`src/gdc_pkg.sv`:
```
// Purpose: shared constants for the pin and datapath configuration bank
// Assumes: apb with 8-bit byte address, 32-bit data, one word per register
// Notes: register index times four gives the byte address
package gdc_pkg;
    localparam int ADDR_W = 8;
    localparam int DATA_W = 32;
    localparam int REG_W = 8;
    localparam int NUM_PINS = 4;
    localparam int FWD_W = 7;

    // register indexes; byte address is index * 4
    localparam logic [5:0] IDX_PINS_5_6 = 6'h20;
    localparam logic [5:0] IDX_PINS_7_8 = 6'h21;
    localparam logic [5:0] IDX_PATH_CTL = 6'h22;
    localparam logic [5:0] IDX_PIN_STATUS = 6'h30;

    localparam logic [REG_W-1:0] RST_PINS_5_6 = 8'h00;
    localparam logic [REG_W-1:0] RST_PINS_7_8 = 8'h00;
    localparam logic [REG_W-1:0] RST_PATH_CTL = 8'h00;
    // pin 7/8 bit 0 is reserved and reads as zero
    localparam logic [REG_W-1:0] MASK_PINS_7_8 = 8'hfe;

    // per-pin field offsets inside a nibble
    localparam int FLD_LOCAL_OUT = 3;
    localparam int FLD_REMOTE_CTL = 2;
    localparam int FLD_DIRECTION = 1;
    localparam int FLD_FUNC_ENABLE = 0;
    localparam int NIB_HI = 4;
    localparam int NIB_LO = 0;

    // datapath control bits
    localparam int BIT_BLOCK_FWD = 7;
    localparam int BIT_PASSTHRU = 6;
    localparam int BIT_VALID_POL = 5;
    localparam int BIT_SUPPRESS_AUD = 4;
    localparam int BIT_QUAD_OVR = 3;
    localparam int BIT_WIDTH_18 = 2;
    localparam int BIT_TRANSPORT = 1;
    localparam int BIT_QUAD_EN = 0;

    // direction/enable code, direction bit on the left
    localparam logic [1:0] CODE_FUNC_OUT = 2'b00;
    localparam logic [1:0] CODE_GP_OUT = 2'b01;
    localparam logic [1:0] CODE_TRISTATE = 2'b10;
    localparam logic [1:0] CODE_GP_IN = 2'b11;

    localparam logic [DATA_W-1:0] ZERO_WORD = 32'h0000_0000;

    typedef enum logic [1:0] {
        GDC_ST_IDLE = 2'b01,
        GDC_ST_ACCESS = 2'b10
    } gdc_apb_e;
endpackage : gdc_pkg

```
`src/gdc_pin_ctl.sv`:
```
// Purpose: one general-purpose pin: mode decode and registered pad drive
// Assumes: pin input and remote value synchronous to sys_clk
// Notes: output enable is active low
`timescale 1ns/1ns
module gdc_pin_ctl
    import gdc_pkg::*;
(
    // clock and reset
    input wire logic sys_clk,
    input wire logic arst_n,
    // configuration
    input wire logic local_out,
    input wire logic remote_ctl,
    input wire logic direction,
    input wire logic func_enable,
    // value sources
    input wire logic remote_val,
    input wire logic func_val,
    input wire logic pin_in,
    // pad side
    output logic pin_out,
    output logic pin_oe_n,
    output logic pin_level
);
    logic [1:0] mode_code;
    logic next_pin_out;
    logic next_pin_oe_n;
    logic next_pin_level;

    assign mode_code = {direction, func_enable};

    always_comb begin
        next_pin_level = pin_in;
        if (remote_ctl) begin
            next_pin_out = remote_val;
            next_pin_oe_n = 1'b0;
        end else begin
            case (mode_code)
                CODE_FUNC_OUT: begin
                    next_pin_out = func_val;
                    next_pin_oe_n = 1'b0;
                end
                CODE_GP_OUT: begin
                    next_pin_out = local_out;
                    next_pin_oe_n = 1'b0;
                end
                default: begin
                    next_pin_out = 1'b0;
                    next_pin_oe_n = 1'b1;
                end
            endcase
        end
    end

    always_ff @(posedge sys_clk or negedge arst_n) begin
        if (!arst_n) begin
            pin_out <= 1'b0;
            pin_oe_n <= 1'b1;
            pin_level <= 1'b0;
        end else begin
            pin_out <= next_pin_out;
            pin_oe_n <= next_pin_oe_n;
            pin_level <= next_pin_level;
        end
    end

    remote_drive_a: assert property (@(posedge sys_clk) disable iff (!arst_n)
        remote_ctl |=> (!pin_oe_n && pin_out == $past(remote_val)))
        else $error("remote pin not driven with remote value");
    local_drive_a: assert property (@(posedge sys_clk) disable iff (!arst_n)
        (!remote_ctl && !direction && func_enable) |=> (!pin_oe_n && pin_out == $past(local_out)))
        else $error("local output value not driven");
    tristate_code_a: assert property (@(posedge sys_clk) disable iff (!arst_n)
        (!remote_ctl && direction) |=> pin_oe_n)
        else $error("tri-state or input code still drives pin");
endmodule : gdc_pin_ctl

```
`src/gdc_config_regs.sv`:
```
// Purpose: apb register bank for pins 5-8 and video/audio datapath control
// Assumes: apb slave, no wait states; remote inputs synchronous to sys_clk
// Notes: registers at byte address index*4; unmapped access gives pslverr
`timescale 1ns/1ns
module gdc_config_regs
    import gdc_pkg::*;
(
    // clock and reset
    input wire logic sys_clk,
    input wire logic arst_n,
    // apb slave
    input wire logic psel,
    input wire logic penable,
    input wire logic pwrite,
    input wire logic [gdc_pkg::ADDR_W-1:0] paddr,
    input wire logic [gdc_pkg::DATA_W-1:0] pwdata,
    input wire logic [3:0] pstrb,
    output logic [gdc_pkg::DATA_W-1:0] prdata,
    output logic pready,
    output logic pslverr,
    // remote serializer side
    input wire logic [gdc_pkg::NUM_PINS-1:0] remote_pin_val,
    input wire logic fwd_load,
    input wire logic [gdc_pkg::FWD_W-1:0] fwd_ctl_data,
    // pads, index 0 is pin 5
    input wire logic [gdc_pkg::NUM_PINS-1:0] pin_in,
    input wire logic [gdc_pkg::NUM_PINS-1:0] func_val,
    output logic [gdc_pkg::NUM_PINS-1:0] pin_out,
    output logic [gdc_pkg::NUM_PINS-1:0] pin_oe_n,
    // pixel data valid path
    input wire logic link_data_valid,
    output logic pixel_data_valid,
    output logic pixel_accept,
    // datapath settings
    output logic protect_allow,
    output logic packet_audio_allow,
    output logic audio_on_pixels,
    output logic width_18bit,
    output logic transport_inband,
    output logic quad_audio_en
);
    gdc_apb_e state;
    gdc_apb_e next_state;
    logic [REG_W-1:0] pins_5_6_config;
    logic [REG_W-1:0] pins_7_8_config;
    logic [REG_W-1:0] video_audio_path_control;
    logic [REG_W-1:0] next_pins_5_6_config;
    logic [REG_W-1:0] next_pins_7_8_config;
    logic [REG_W-1:0] next_path_ctl;
    logic [DATA_W-1:0] next_prdata;
    logic next_pready;
    logic next_pslverr;
    logic [NUM_PINS-1:0] pin_level;
    logic [REG_W-1:0] pin_status;
    logic [5:0] acc_idx;
    logic acc_aligned;
    logic acc_hit;
    logic [REG_W-1:0] rd_val;
    logic wr_fire;
    logic [15:0] pin_fields;

    // per-pin nibbles: pins 5,6 from 5/6 register, pins 7,8 from 7/8 register
    assign pin_fields = {pins_7_8_config, pins_5_6_config};
    assign acc_idx = paddr[ADDR_W-1:2];
    assign acc_aligned = (paddr[1:0] == 2'b00);
    assign pin_status = {~pin_oe_n, pin_level};

    // address decode
    always_comb begin
        rd_val = 8'h00;
        acc_hit = acc_aligned;
        if (acc_idx == IDX_PINS_5_6) begin
            rd_val = pins_5_6_config;
        end else if (acc_idx == IDX_PINS_7_8) begin
            rd_val = pins_7_8_config & MASK_PINS_7_8;
        end else if (acc_idx == IDX_PATH_CTL) begin
            rd_val = video_audio_path_control;
        end else if (acc_idx == IDX_PIN_STATUS) begin
            rd_val = pin_status;
            acc_hit = acc_aligned && !pwrite;
        end else begin
            acc_hit = 1'b0;
        end
    end

    assign wr_fire = (state == GDC_ST_ACCESS) && psel && penable && pwrite && acc_hit && pstrb[0];

    // apb handshake: setup cycle arms a one-cycle pready in the access phase
    always_comb begin
        next_state = state;
        next_pready = 1'b0;
        next_pslverr = 1'b0;
        next_prdata = prdata;
        case (state)
            GDC_ST_IDLE: begin
                if (psel && !penable) begin
                    next_state = GDC_ST_ACCESS;
                    next_pready = 1'b1;
                    next_pslverr = !acc_hit;
                    next_prdata = (!pwrite && acc_hit) ? {24'h00_0000, rd_val} : ZERO_WORD;
                end
            end
            GDC_ST_ACCESS: begin
                next_state = GDC_ST_IDLE;
                next_prdata = ZERO_WORD;
            end
            default: begin
                next_state = GDC_ST_IDLE;
            end
        endcase
    end

    // register contents; a software write in the same cycle wins over the link
    always_comb begin
        next_pins_5_6_config = pins_5_6_config;
        next_pins_7_8_config = pins_7_8_config;
        next_path_ctl = video_audio_path_control;
        if (fwd_load && !video_audio_path_control[BIT_BLOCK_FWD]) begin
            next_path_ctl[FWD_W-1:0] = fwd_ctl_data;
        end
        if (wr_fire) begin
            if (acc_idx == IDX_PINS_5_6) begin
                next_pins_5_6_config = pwdata[REG_W-1:0];
            end else if (acc_idx == IDX_PINS_7_8) begin
                next_pins_7_8_config = pwdata[REG_W-1:0] & MASK_PINS_7_8;
            end else if (acc_idx == IDX_PATH_CTL) begin
                next_path_ctl = pwdata[REG_W-1:0];
            end
        end
    end

    always_ff @(posedge sys_clk or negedge arst_n) begin
        if (!arst_n) begin
            state <= GDC_ST_IDLE;
            pready <= 1'b0;
            pslverr <= 1'b0;
            prdata <= ZERO_WORD;
            pins_5_6_config <= RST_PINS_5_6;
            pins_7_8_config <= RST_PINS_7_8;
            video_audio_path_control <= RST_PATH_CTL;
        end else begin
            state <= next_state;
            pready <= next_pready;
            pslverr <= next_pslverr;
            prdata <= next_prdata;
            pins_5_6_config <= next_pins_5_6_config;
            pins_7_8_config <= next_pins_7_8_config;
            video_audio_path_control <= next_path_ctl;
        end
    end

    // one controller per pin
    genvar gi;
    generate
        for (gi = 0; gi < NUM_PINS; gi++) begin : g_pin
            gdc_pin_ctl u_pin (
                .sys_clk(sys_clk),
                .arst_n(arst_n),
                .local_out(pin_fields[gi*4+FLD_LOCAL_OUT]),
                .remote_ctl(pin_fields[gi*4+FLD_REMOTE_CTL]),
                .direction(pin_fields[gi*4+FLD_DIRECTION]),
                .func_enable(pin_fields[gi*4+FLD_FUNC_ENABLE]),
                .remote_val(remote_pin_val[gi]),
                .func_val(func_val[gi]),
                .pin_in(pin_in[gi]),
                .pin_out(pin_out[gi]),
                .pin_oe_n(pin_oe_n[gi]),
                .pin_level(pin_level[gi])
            );
        end
    endgenerate

    // datapath settings decode, registered onto the outputs
    logic passthru;
    logic next_pixel_data_valid;
    logic next_pixel_accept;
    logic next_protect_allow;
    logic next_packet_audio_allow;
    logic next_audio_on_pixels;
    logic next_width_18bit;
    logic next_transport_inband;
    logic next_quad_audio_en;

    assign passthru = video_audio_path_control[BIT_PASSTHRU];

    always_comb begin
        // polarity 1: active low, idle high
        next_pixel_data_valid = link_data_valid ^ video_audio_path_control[BIT_VALID_POL];
        next_pixel_accept = passthru || link_data_valid;
        next_protect_allow = !passthru;
        next_packet_audio_allow = !passthru;
        next_audio_on_pixels = !passthru && !video_audio_path_control[BIT_SUPPRESS_AUD];
        next_width_18bit = video_audio_path_control[BIT_WIDTH_18];
        next_transport_inband = video_audio_path_control[BIT_TRANSPORT];
        next_quad_audio_en = video_audio_path_control[BIT_QUAD_OVR]
            && video_audio_path_control[BIT_QUAD_EN];
    end

    always_ff @(posedge sys_clk or negedge arst_n) begin
        if (!arst_n) begin
            pixel_data_valid <= 1'b0;
            pixel_accept <= 1'b0;
            protect_allow <= 1'b0;
            packet_audio_allow <= 1'b0;
            audio_on_pixels <= 1'b0;
            width_18bit <= 1'b0;
            transport_inband <= 1'b0;
            quad_audio_en <= 1'b0;
        end else begin
            pixel_data_valid <= next_pixel_data_valid;
            pixel_accept <= next_pixel_accept;
            protect_allow <= next_protect_allow;
            packet_audio_allow <= next_packet_audio_allow;
            audio_on_pixels <= next_audio_on_pixels;
            width_18bit <= next_width_18bit;
            transport_inband <= next_transport_inband;
            quad_audio_en <= next_quad_audio_en;
        end
    end

    fwd_blocked_a: assert property (@(posedge sys_clk) disable iff (!arst_n)
        (video_audio_path_control[BIT_BLOCK_FWD] && !wr_fire)
        |=> $stable(video_audio_path_control))
        else $error("path control changed while link loading blocked");
    fwd_load_a: assert property (@(posedge sys_clk) disable iff (!arst_n)
        (fwd_load && !video_audio_path_control[BIT_BLOCK_FWD] && !wr_fire)
        |=> video_audio_path_control[FWD_W-1:0] == $past(fwd_ctl_data))
        else $error("link value not loaded into path control");
    passthru_a: assert property (@(posedge sys_clk) disable iff (!arst_n)
        passthru |=> pixel_accept)
        else $error("passthrough did not accept pixels");
    passthru_block_a: assert property (@(posedge sys_clk) disable iff (!arst_n)
        passthru |=> (!protect_allow && !packet_audio_allow && !audio_on_pixels))
        else $error("passthrough left protection or audio enabled");
    valid_pol_a: assert property (@(posedge sys_clk) disable iff (!arst_n)
        1'b1 |=> pixel_data_valid
            == ($past(link_data_valid) ^ $past(video_audio_path_control[BIT_VALID_POL])))
        else $error("data valid polarity wrong");
    quad_audio_a: assert property (@(posedge sys_clk) disable iff (!arst_n)
        !video_audio_path_control[BIT_QUAD_OVR] |=> !quad_audio_en)
        else $error("four-channel audio on without override bit");
    rsv_bit_a: assert property (@(posedge sys_clk) disable iff (!arst_n)
        !pins_7_8_config[0])
        else $error("reserved bit set in pin 7/8 register");
    apb_ready_a: assert property (@(posedge sys_clk) disable iff (!arst_n)
        (psel && !penable && state == GDC_ST_IDLE) |=> (pready ##1 !pready))
        else $error("apb answer not one-cycle pready");

    // decode and register-write checks
    suppress_audio_a: assert property (@(posedge sys_clk) disable iff (!arst_n)
        video_audio_path_control[BIT_SUPPRESS_AUD] |=> !audio_on_pixels)
        else $error("packet audio on pixels while suppressed");
    audio_pixels_a: assert property (@(posedge sys_clk) disable iff (!arst_n)
        (!passthru && !video_audio_path_control[BIT_SUPPRESS_AUD]) |=> audio_on_pixels)
        else $error("packet audio missing from pixels");
    pixel_framing_a: assert property (@(posedge sys_clk) disable iff (!arst_n)
        (!passthru && !link_data_valid) |=> !pixel_accept)
        else $error("pixels accepted without data valid");
    protect_on_a: assert property (@(posedge sys_clk) disable iff (!arst_n)
        !passthru |=> (protect_allow && packet_audio_allow))
        else $error("protection or packet audio blocked without passthrough");
    width_sel_a: assert property (@(posedge sys_clk) disable iff (!arst_n)
        1'b1 |=> width_18bit == $past(video_audio_path_control[BIT_WIDTH_18]))
        else $error("pixel width select not followed");
    transport_sel_a: assert property (@(posedge sys_clk) disable iff (!arst_n)
        1'b1 |=> transport_inband == $past(video_audio_path_control[BIT_TRANSPORT]))
        else $error("audio transport select not followed");
    quad_enable_a: assert property (@(posedge sys_clk) disable iff (!arst_n)
        !video_audio_path_control[BIT_QUAD_EN] |=> !quad_audio_en)
        else $error("four-channel audio on with enable bit clear");
    quad_on_a: assert property (@(posedge sys_clk) disable iff (!arst_n)
        (video_audio_path_control[BIT_QUAD_OVR] && video_audio_path_control[BIT_QUAD_EN])
        |=> quad_audio_en)
        else $error("four-channel audio not taken from enable bit");
    pins_56_write_a: assert property (@(posedge sys_clk) disable iff (!arst_n)
        (wr_fire && acc_idx == IDX_PINS_5_6) |=> pins_5_6_config == $past(pwdata[REG_W-1:0]))
        else $error("pin 5/6 write not stored");
    pins_78_write_a: assert property (@(posedge sys_clk) disable iff (!arst_n)
        (wr_fire && acc_idx == IDX_PINS_7_8)
        |=> pins_7_8_config == ($past(pwdata[REG_W-1:0]) & MASK_PINS_7_8))
        else $error("pin 7/8 write not stored");
    write_wins_a: assert property (@(posedge sys_clk) disable iff (!arst_n)
        (wr_fire && acc_idx == IDX_PATH_CTL)
        |=> video_audio_path_control == $past(pwdata[REG_W-1:0]))
        else $error("software write to path control lost");
endmodule : gdc_config_regs

```
`config.mk`:
```
export PLATFORM = sky130hd
export DESIGN_NAME = gdc_config_regs
export DESIGN_NICKNAME = d
export VERILOG_FILES = /design/src/gdc_pkg.sv /design/src/gdc_pin_ctl.sv /design/src/gdc_config_regs.sv
export SDC_FILE = /design/constraint.sdc
export NUM_CORES = 1
export LEC_CHECK = 0
export ABC_AREA = 1
export BUFFER_PORTS_ARGS = -buffer_cell sky130_fd_sc_hd__buf_4
export CORE_ASPECT_RATIO = 1.4
export CORE_MARGIN = 1.5
export CORE_UTILIZATION = 49
export DETAILED_ROUTE_END_ITERATION = 6
export PLACE_DENSITY = 0.85
export SLEW_MARGIN = 15
export SYNTH_ARGS = -nofsm -noshare
export SYNTH_HDL_FRONTEND = slang
export SYNTH_SLANG_ARGS = --single-unit
```
`constraint.sdc`:
```
create_clock -name sys_clk -period 2.09 [get_ports sys_clk]
set_clock_uncertainty 0.15 [all_clocks]
set_input_delay 0.209 -clock sys_clk [delete_from_list [all_inputs] [get_ports sys_clk]]
set_output_delay 0.209 -clock sys_clk [all_outputs]
set_load 0.05 [all_outputs]
```
==> run_results.csv, run 1 <==
group,metric,value,unit
layout,drive_gt1_frac,0.283,
hold_path,hp-class,"in2reg",
cts,cts_buffer_depth,2,
route,vias,2453,
setup_path,slowest_delay,0.53,ns
logic_synthesis,avgSynthCellArea,8.27,µm²
logic_synthesis,synth_xor_xnor_area_share,0.00293,
cts,cts_sinks,54,
job,max-cap-violations,0,
layout,layout.area.seq,0.00136,mm²
grt,first_global_vias,2359,
status,status,"finished clean",
route,wl_per_cell,12.9,µm
power,pwr-share-comb,0.208,
layout,diodes,0,
logic_synthesis,synth_compound_area_frac,0.0865,
power,internal-power,1480,µW
layout,layout.nets,504,
logic_synthesis,synthSimpleGateAreaFrac,0.290,
layout,fillers,514,
logic_synthesis,synthMuxAreaShare,0,
floorplanning,dieArea,0.00659,mm²
route,vias_per_cell,4.86,
power,irDropWorstVdd,0.276,mV
grt,grt-ovfl-total,0,
power,clkPwrFrac,0.280,
floorplanning,fp.dieW,69.1,µm
setup_path,worstSetupEndpoint,"pins_7_8_config[1]",
layout,mostFrequentLayoutCells,"nand2_1, buf_4, dfrtp_1, inv_1, conb_1",
place,hpwlAfterDp,5.06,mm
sta,max_freq,0.539,GHz
setup_path,cp_data_required_time,2.13,ns
cts,cts_buffers,5,
floorplanning,coreArea,0.00586,mm²
route,drtPass1Iterations,6,
setup_path,r2r_end,"pins_7_8_config[1]",
power,p_sw,673,µW
floorplanning,die_height,95.5,µm
floorplanning,start_util,0.510,
setup_path,r2r_start,"state[0]",
setup_path,cp-start-kind,"primary input",
cts,h-tree-depth,2,
cts,clkTransAtPathRegs,0.10,ns
route,drt-total-wl,6.52,mm
logic_synthesis,syn_area,0.00299,mm²
setup_path,crit_path_end_kind,"flop",
logic_synthesis,synth-adder-area-share,0,
power,powerDensity,599,mW/mm²
cts,cts_tree,"built",
grt,grt_pass1_wl,10.7,mm
setup_path,crit_fanout,14,
setup_path,cp.arrival,1.90,ns
setup_path,reg2regPathDepth,6,
place,place_inst,485,
setup_path,reg2reg_slack,0.29,ns
sta,setup_viol,0,
power,p_leak,0.00193,µW
setup_path,cp.depth,7,
power,seq_power_share,0.512,
layout,final_common_cell,"nand2_1",
logic_synthesis,seq_area_frac_synth,0.454,
logic_synthesis,syn_inst,362,
setup_path,path_buf_inv,2,
sta,rsz0062_at_grt,"no",
layout,multiInputGateArea,0.00123,mm²
route,drtIter0Drc,134,
power,switching_share,0.312,
place,gp_congestion,0.849,
sta,finalSetupTns,0,ns
route,drc_errors,0,
setup_path,crit_type,"in2reg",
grt,grt_usage,0.203,
grt,grt_max_degree,55,
sta,fin_crit,1.86,ns
logic_synthesis,synth_top_family_by_area,"simple AND/OR/NAND/NOR gates",
setup_path,path_delay_family,"simple AND/OR/NAND/NOR gates",
floorplanning,rows,33,
grt,antenna_found_initial,0,
layout,area_growth,20.4,%
logic_synthesis,yosysUniqueCellTypes,31,
route,ant_nets,0,
sta,worst-slew-pin-transition,0.678,ns
cts,cts_resized,0,
logic_synthesis,yosys_warnings,0,
layout,final_cells,505,
setup_path,path_cells,"dlygate4sd3_1 -> buf_4 -> nand4_1 -> nor2_1 -> nand4_4 -> nand2_1 -> o21ai_2",
cts,clockRootBuffer,"clkbuf_8",
logic_synthesis,synth_seq_cells,54,
sta,post-route-period-util,0.888,
setup_path,startpoint,"penable",
sta,hold_viol_final,0,
place,portBuffers,68,
sta,slew_headroom,0.548,
setup_path,crit_slowest_cell,"dlygate4sd3_1",
floorplanning,io_pins,120,
sta,final_max_slew_viol_count,0,
cts,clock_latency,0.31,ns
[power by group through the flow]
| stage | combinational, µW | clock [µW] | sequential (µW) |
|---|---|---|---|
| final | 449 | 604 | 1100 |
| after floorplan | 272 | 0 | 1170 |
| after CTS | 452 | 612 | 1100 |
| after global placement | 425 | 0 | 1120 |
| after detailed placement | 434 | 0 | 1120 |
| after global routing | 485 | 642 | 1110 |
[tightest hold or removal path: stages]
cell    delay [ns]
buf_4         0.12
inv_1         0.06
nor3_1        0.05
[synth_stat cells]
library cell	number	share of area
nand2_1	111	0.14
dfrtp_1	49	0.41
inv_1	45	0.056
buf_4	33	0.083
nand3_1	22	0.037
o21ai_2	18	0.053
nor2_1	15	0.019
o21ai_1	12	0.020
nand4_1	11	0.023
inv_2	6	0.0075
dfstp_2	5	0.044
nor2_4	5	0.019
buf_6	3	0.011
nand4_4	3	0.021
clkinv_1	2	0.0025
nand2_4	2	0.0075
nor2_2	2	0.0042
nor3_1	2	0.0033
o21ai_0	2	0.0033
o41ai_1	2	0.0059
or2_2	2	0.0042
a21oi_1	1	0.0017
buf_2	1	0.0017
clkbuf_1	1	0.0013
conb_1	1	0.0013
inv_4	1	0.0021
nand2_2	1	0.0021
nand4_2	1	0.0042
nor2_8	1	0.0067
o2111ai_1	1	0.0029
xor2_1	1	0.0029
[logic make-up (layout without fill, tap and decap cells)]
| group | after synthesis | count (layout) |
|---|---|---|
| AND/OR/NAND/NOR | 178 | 178 |
| buffers and inverters | 92 | 142 |
| other | 1 | 24 |
| XOR/XNOR | 1 | 1 |
| flip-flops | 54 | 54 |
| AO/OA/AOI/OAI | 36 | 36 |
[flip-flops by register name, indices dropped and copies added, names as in the netlist]
register                  cells
prdata                        8
g_pin.u_pin.pin_level         4
pins_5_6_config               8
width_18bit                   1
pixel_accept                  1
pixel_data_valid              1
pins_7_8_config               7
video_audio_path_control      8
audio_on_pixels               1
packet_audio_allow            1
state                         2
pready                        1
transport_inband              1
g_pin.u_pin.pin_oe_n          4
quad_audio_en                 1
g_pin.u_pin.pin_out           4
pslverr                       1
[cell type report]
class | instances | area share
Sequential cell | 54 | 0.377
Multi-Input combinational cell | 239 | 0.340
Timing Repair Buffer | 80 | 0.175
Inverter | 54 | 0.0570
Tap cell | 70 | 0.0243
Clock buffer | 6 | 0.0229
Clock inverter | 2 | 0.00347
[how the worst min path moves through the flow]
stage / to / cells past startpoint / start / slack [ns]
2_1_floorplan: audio_on_pixels / 0 / arst_n / -0.24
3_3_place_gp: transport_inband / 1 / arst_n / 0.13
3_5_place_dp: audio_on_pixels / 1 / arst_n / 0.14
4_1_cts: state[1] / 3 / psel / 0.004
5_1_grt: g_pin[0].u_pin.pin_out / 3 / func_val[0] / 0.02
6_report: state[1] / 3 / psel / 0.005
[stage by stage]
stage	utilization	setup WS [ns]	power [µW]	instance area, µm²	hold WS [ns]
after global placement	0.578	0.385	1550	3390	0.132
after floorplan	-	0.550	1440	3080	-0.237
after CTS	0.614	0.235	2170	3600	0.00431
after global routing	0.614	0.121	2230	3600	0.0157
after detailed placement	0.578	0.315	1560	3390	0.138
final	0.614	0.234	2160	3600	0.00488
[layer usage]
metal  up-vias  GRT usage  share of wire
li1       1217          -              -
met1      1126      0.233           0.38
met2        85      0.362           0.54
met3        25     0.0233          0.041
met4         0      0.123          0.045
met5         -          0              0
[what timing repair did]
item                       in CTS  in global routing
setup endpoints to repair       0                  0
buffers inserted                0                  0
hold buffers                   12                  0
hold endpoints to repair       61                  0
(Power assumes the default switching activity.)
==> run 2, diff against run 1 <==
--- a/config.mk
+++ b/config.mk
@@ -9,9 +9,9 @@
 export BUFFER_PORTS_ARGS = -buffer_cell sky130_fd_sc_hd__buf_4
 export CORE_ASPECT_RATIO = 1.4
 export CORE_MARGIN = 1.5
-export CORE_UTILIZATION = 49
+export CORE_UTILIZATION = 44
 export DETAILED_ROUTE_END_ITERATION = 6
-export PLACE_DENSITY = 0.85
+export PLACE_DENSITY = 0.81
 export SLEW_MARGIN = 15
 export SYNTH_ARGS = -nofsm -noshare
 export SYNTH_HDL_FRONTEND = slang
==> constraint.sdc (replaced) <==
create_clock -name sys_clk -period 1.5 [get_ports sys_clk]
set_clock_uncertainty 0.15 [all_clocks]
set_input_delay 0.15 -clock sys_clk [delete_from_list [all_inputs] [get_ports sys_clk]]
set_output_delay 0.15 -clock sys_clk [all_outputs]
set_load 0.05 [all_outputs]
==> run_results.csv, run 2 (synthesis results as in run 1) <==
group,metric,value,unit
grt,grt_max_degree,36,
route,wl_per_cell,13.9,µm
floorplanning,dieArea,0.00731,mm²
cts,cts_tree,"built",
job,max-cap-violations,0,
cts,cts_buffers,5,
power,finalPower,3070,µW
setup_path,crit_fanout,8,
power,powerDensity,780,mW/mm²
grt,grt-ovfl-total,0,
route,drt-total-wl,7.38,mm
sta,fin_crit,1.51,ns
status,violations,"hold timing, setup timing",
cts,clkTransAtPathRegs,0.10,ns
route,vias_per_cell,4.88,
setup_path,path_cells,"nand2_2 -> nor3_4 -> nand2_2 -> nor2_4 -> nand3_1 -> nand2_1",
layout,drive_gt1_frac,0.348,
setup_path,crit_slowest_cell,"dfstp_2",
sta,final_max_slew_viol_count,0,
floorplanning,die_height,101,µm
layout,multiInputGateArea,0.00138,mm²
layout,final_area,0.00394,mm²
route,drtIter0Drc,173,
setup_path,cp-start-kind,"flop",
place,hpwlAfterDp,5.35,mm
setup_path,timing.critical_path.mode_cell,"nand2_2",
grt,first_global_vias,2435,
cts,cts_sinks,54,
setup_path,cp_data_required_time,1.61,ns
sta,hold_viol_final,1,
sta,worst-slew-pin-transition,0.584,ns
place,placed_cell_area,0.00351,mm²
layout,layout.nets,526,
sta,fin_ws,-0.00959,ns
power,irDropWorstVdd,0.409,mV
sta,post-route-period-util,1.01,
sta,slew_headroom,0.606,
grt,antenna_found_initial,0,
grt,grt_usage,0.196,
sta,rsz0062_at_grt,"yes",
cts,cts_buffer_depth,2,
setup_path,slowest_delay,0.57,ns
route,vias,2591,
place,portBuffers,68,
hold_path,hp-class,"in2reg",
floorplanning,coreArea,0.00657,mm²
layout,area_growth,31.7,%
floorplanning,start_util,0.456,
layout,mostFrequentLayoutCells,"nand2_1, buf_4, dfrtp_1, inv_1, conb_1",
layout,fillers,583,
setup_path,crit_path_end_kind,"flop",
floorplanning,fp.dieW,72.7,µm
setup_path,crit_type,"reg2reg",
sta,setup_viol,2,
layout,reg_top3,"pins_5_6_config x8, prdata x8, video_audio_path_control x8",
route,drtPass1Iterations,5,
floorplanning,rows,35,
layout,diodes,0,
layout,layout.area.seq,0.00136,mm²
setup_path,cp.arrival,1.62,ns
layout,final_common_cell,"nand2_1",
route,drc_errors,0,
sta,whs,-0.00296,ns
status,status,"complete, but fails checks",
cts,h-tree-depth,2,
floorplanning,io_pins,120,
sta,max_freq,0.662,GHz
cts,clock_latency,0.32,ns
cts,clockRootBuffer,"clkbuf_8",
grt,grt_pass1_wl,11.1,mm
place,gp_congestion,0.869,
power,p_leak,0.00207,µW
route,ant_nets,0,
==> run 2: area by class of cell <==
cell class / instances / share of cell area
clock buffer: 5 / 0.0175
tap: 74 / 0.0235
multi-input combinational: 242 / 0.351
sequential: 54 / 0.344
inverter: 54 / 0.0521
timing repair buffer: 99 / 0.205
clock inverter: 3 / 0.00635
==> run 2: routing by layer <==
| layer | GRT usage | vias up | wire length [µm] |
|---|---|---|---|
| met5 | 0 | - | 0 |
| met4 | 0.0827 | 0 | 228 |
| met3 | 0.0200 | 19 | 232 |
| met2 | 0.362 | 67 | 4080 |
| met1 | 0.224 | 1229 | 2840 |
| li1 | - | 1276 | - |
==> run 2: critical path: cells and delay by family (launching register included) <==
family	cells	cell delay, ns
flops	1	0.57
simple gates	6	0.73
==> run 2: final timing paths <==
check                                            startpoint                          end  slack [ns]  depth (start not counted)
worst max-delay path                               state[0]                    prdata[5]       -0.01                          6
worst min-delay path                            func_val[3]       g_pin[3].u_pin.pin_out      -0.003                          3
worst max register to register                     state[0]                    prdata[5]       -0.01                          6
worst min register to register  video_audio_path_control[1]             transport_inband        0.28                          0
max in group asynchronous                            arst_n      g_pin[2].u_pin.pin_oe_n        0.55                          3
min in group asynchronous                            arst_n  video_audio_path_control[4]        0.09                          2
==> run 2: where the power goes <==
part	total (µW)	switching, µW	internal (µW)	leakage (µW)
logic	684	464	219	0.00134
clock network	850	512	338	0.0000447
registers	1540	31.2	1510	0.000689
==> run 2: metrics by stage <==
step / hold WS, ns / worst slack, ns / instances / utilization / setup TNS (ns)
2_1_floorplan: -0.296 / 0.0517 / 385 / - / 0
3_3_place_gp: -0.0966 / -0.0372 / 502 / 0.534 / -0.186
3_5_place_dp: -0.0901 / -0.0657 / 502 / 0.534 / -0.487
4_1_cts: 0.00288 / -0.0174 / 527 / 0.576 / -0.0256
5_1_grt: 0.0136 / -0.0928 / 531 / 0.600 / -1.18
6_report: -0.00296 / -0.00959 / 531 / 0.600 / -0.0162
==> run 2: repair_timing <==
action                     4_1_cts  5_1_grt
pin swaps                        4        9
gates cloned                     0        3
setup endpoints to repair       27       31
buffers inserted                 1        0
resized for setup                3       26
hold endpoints to repair        63        1
hold buffers                    16        1
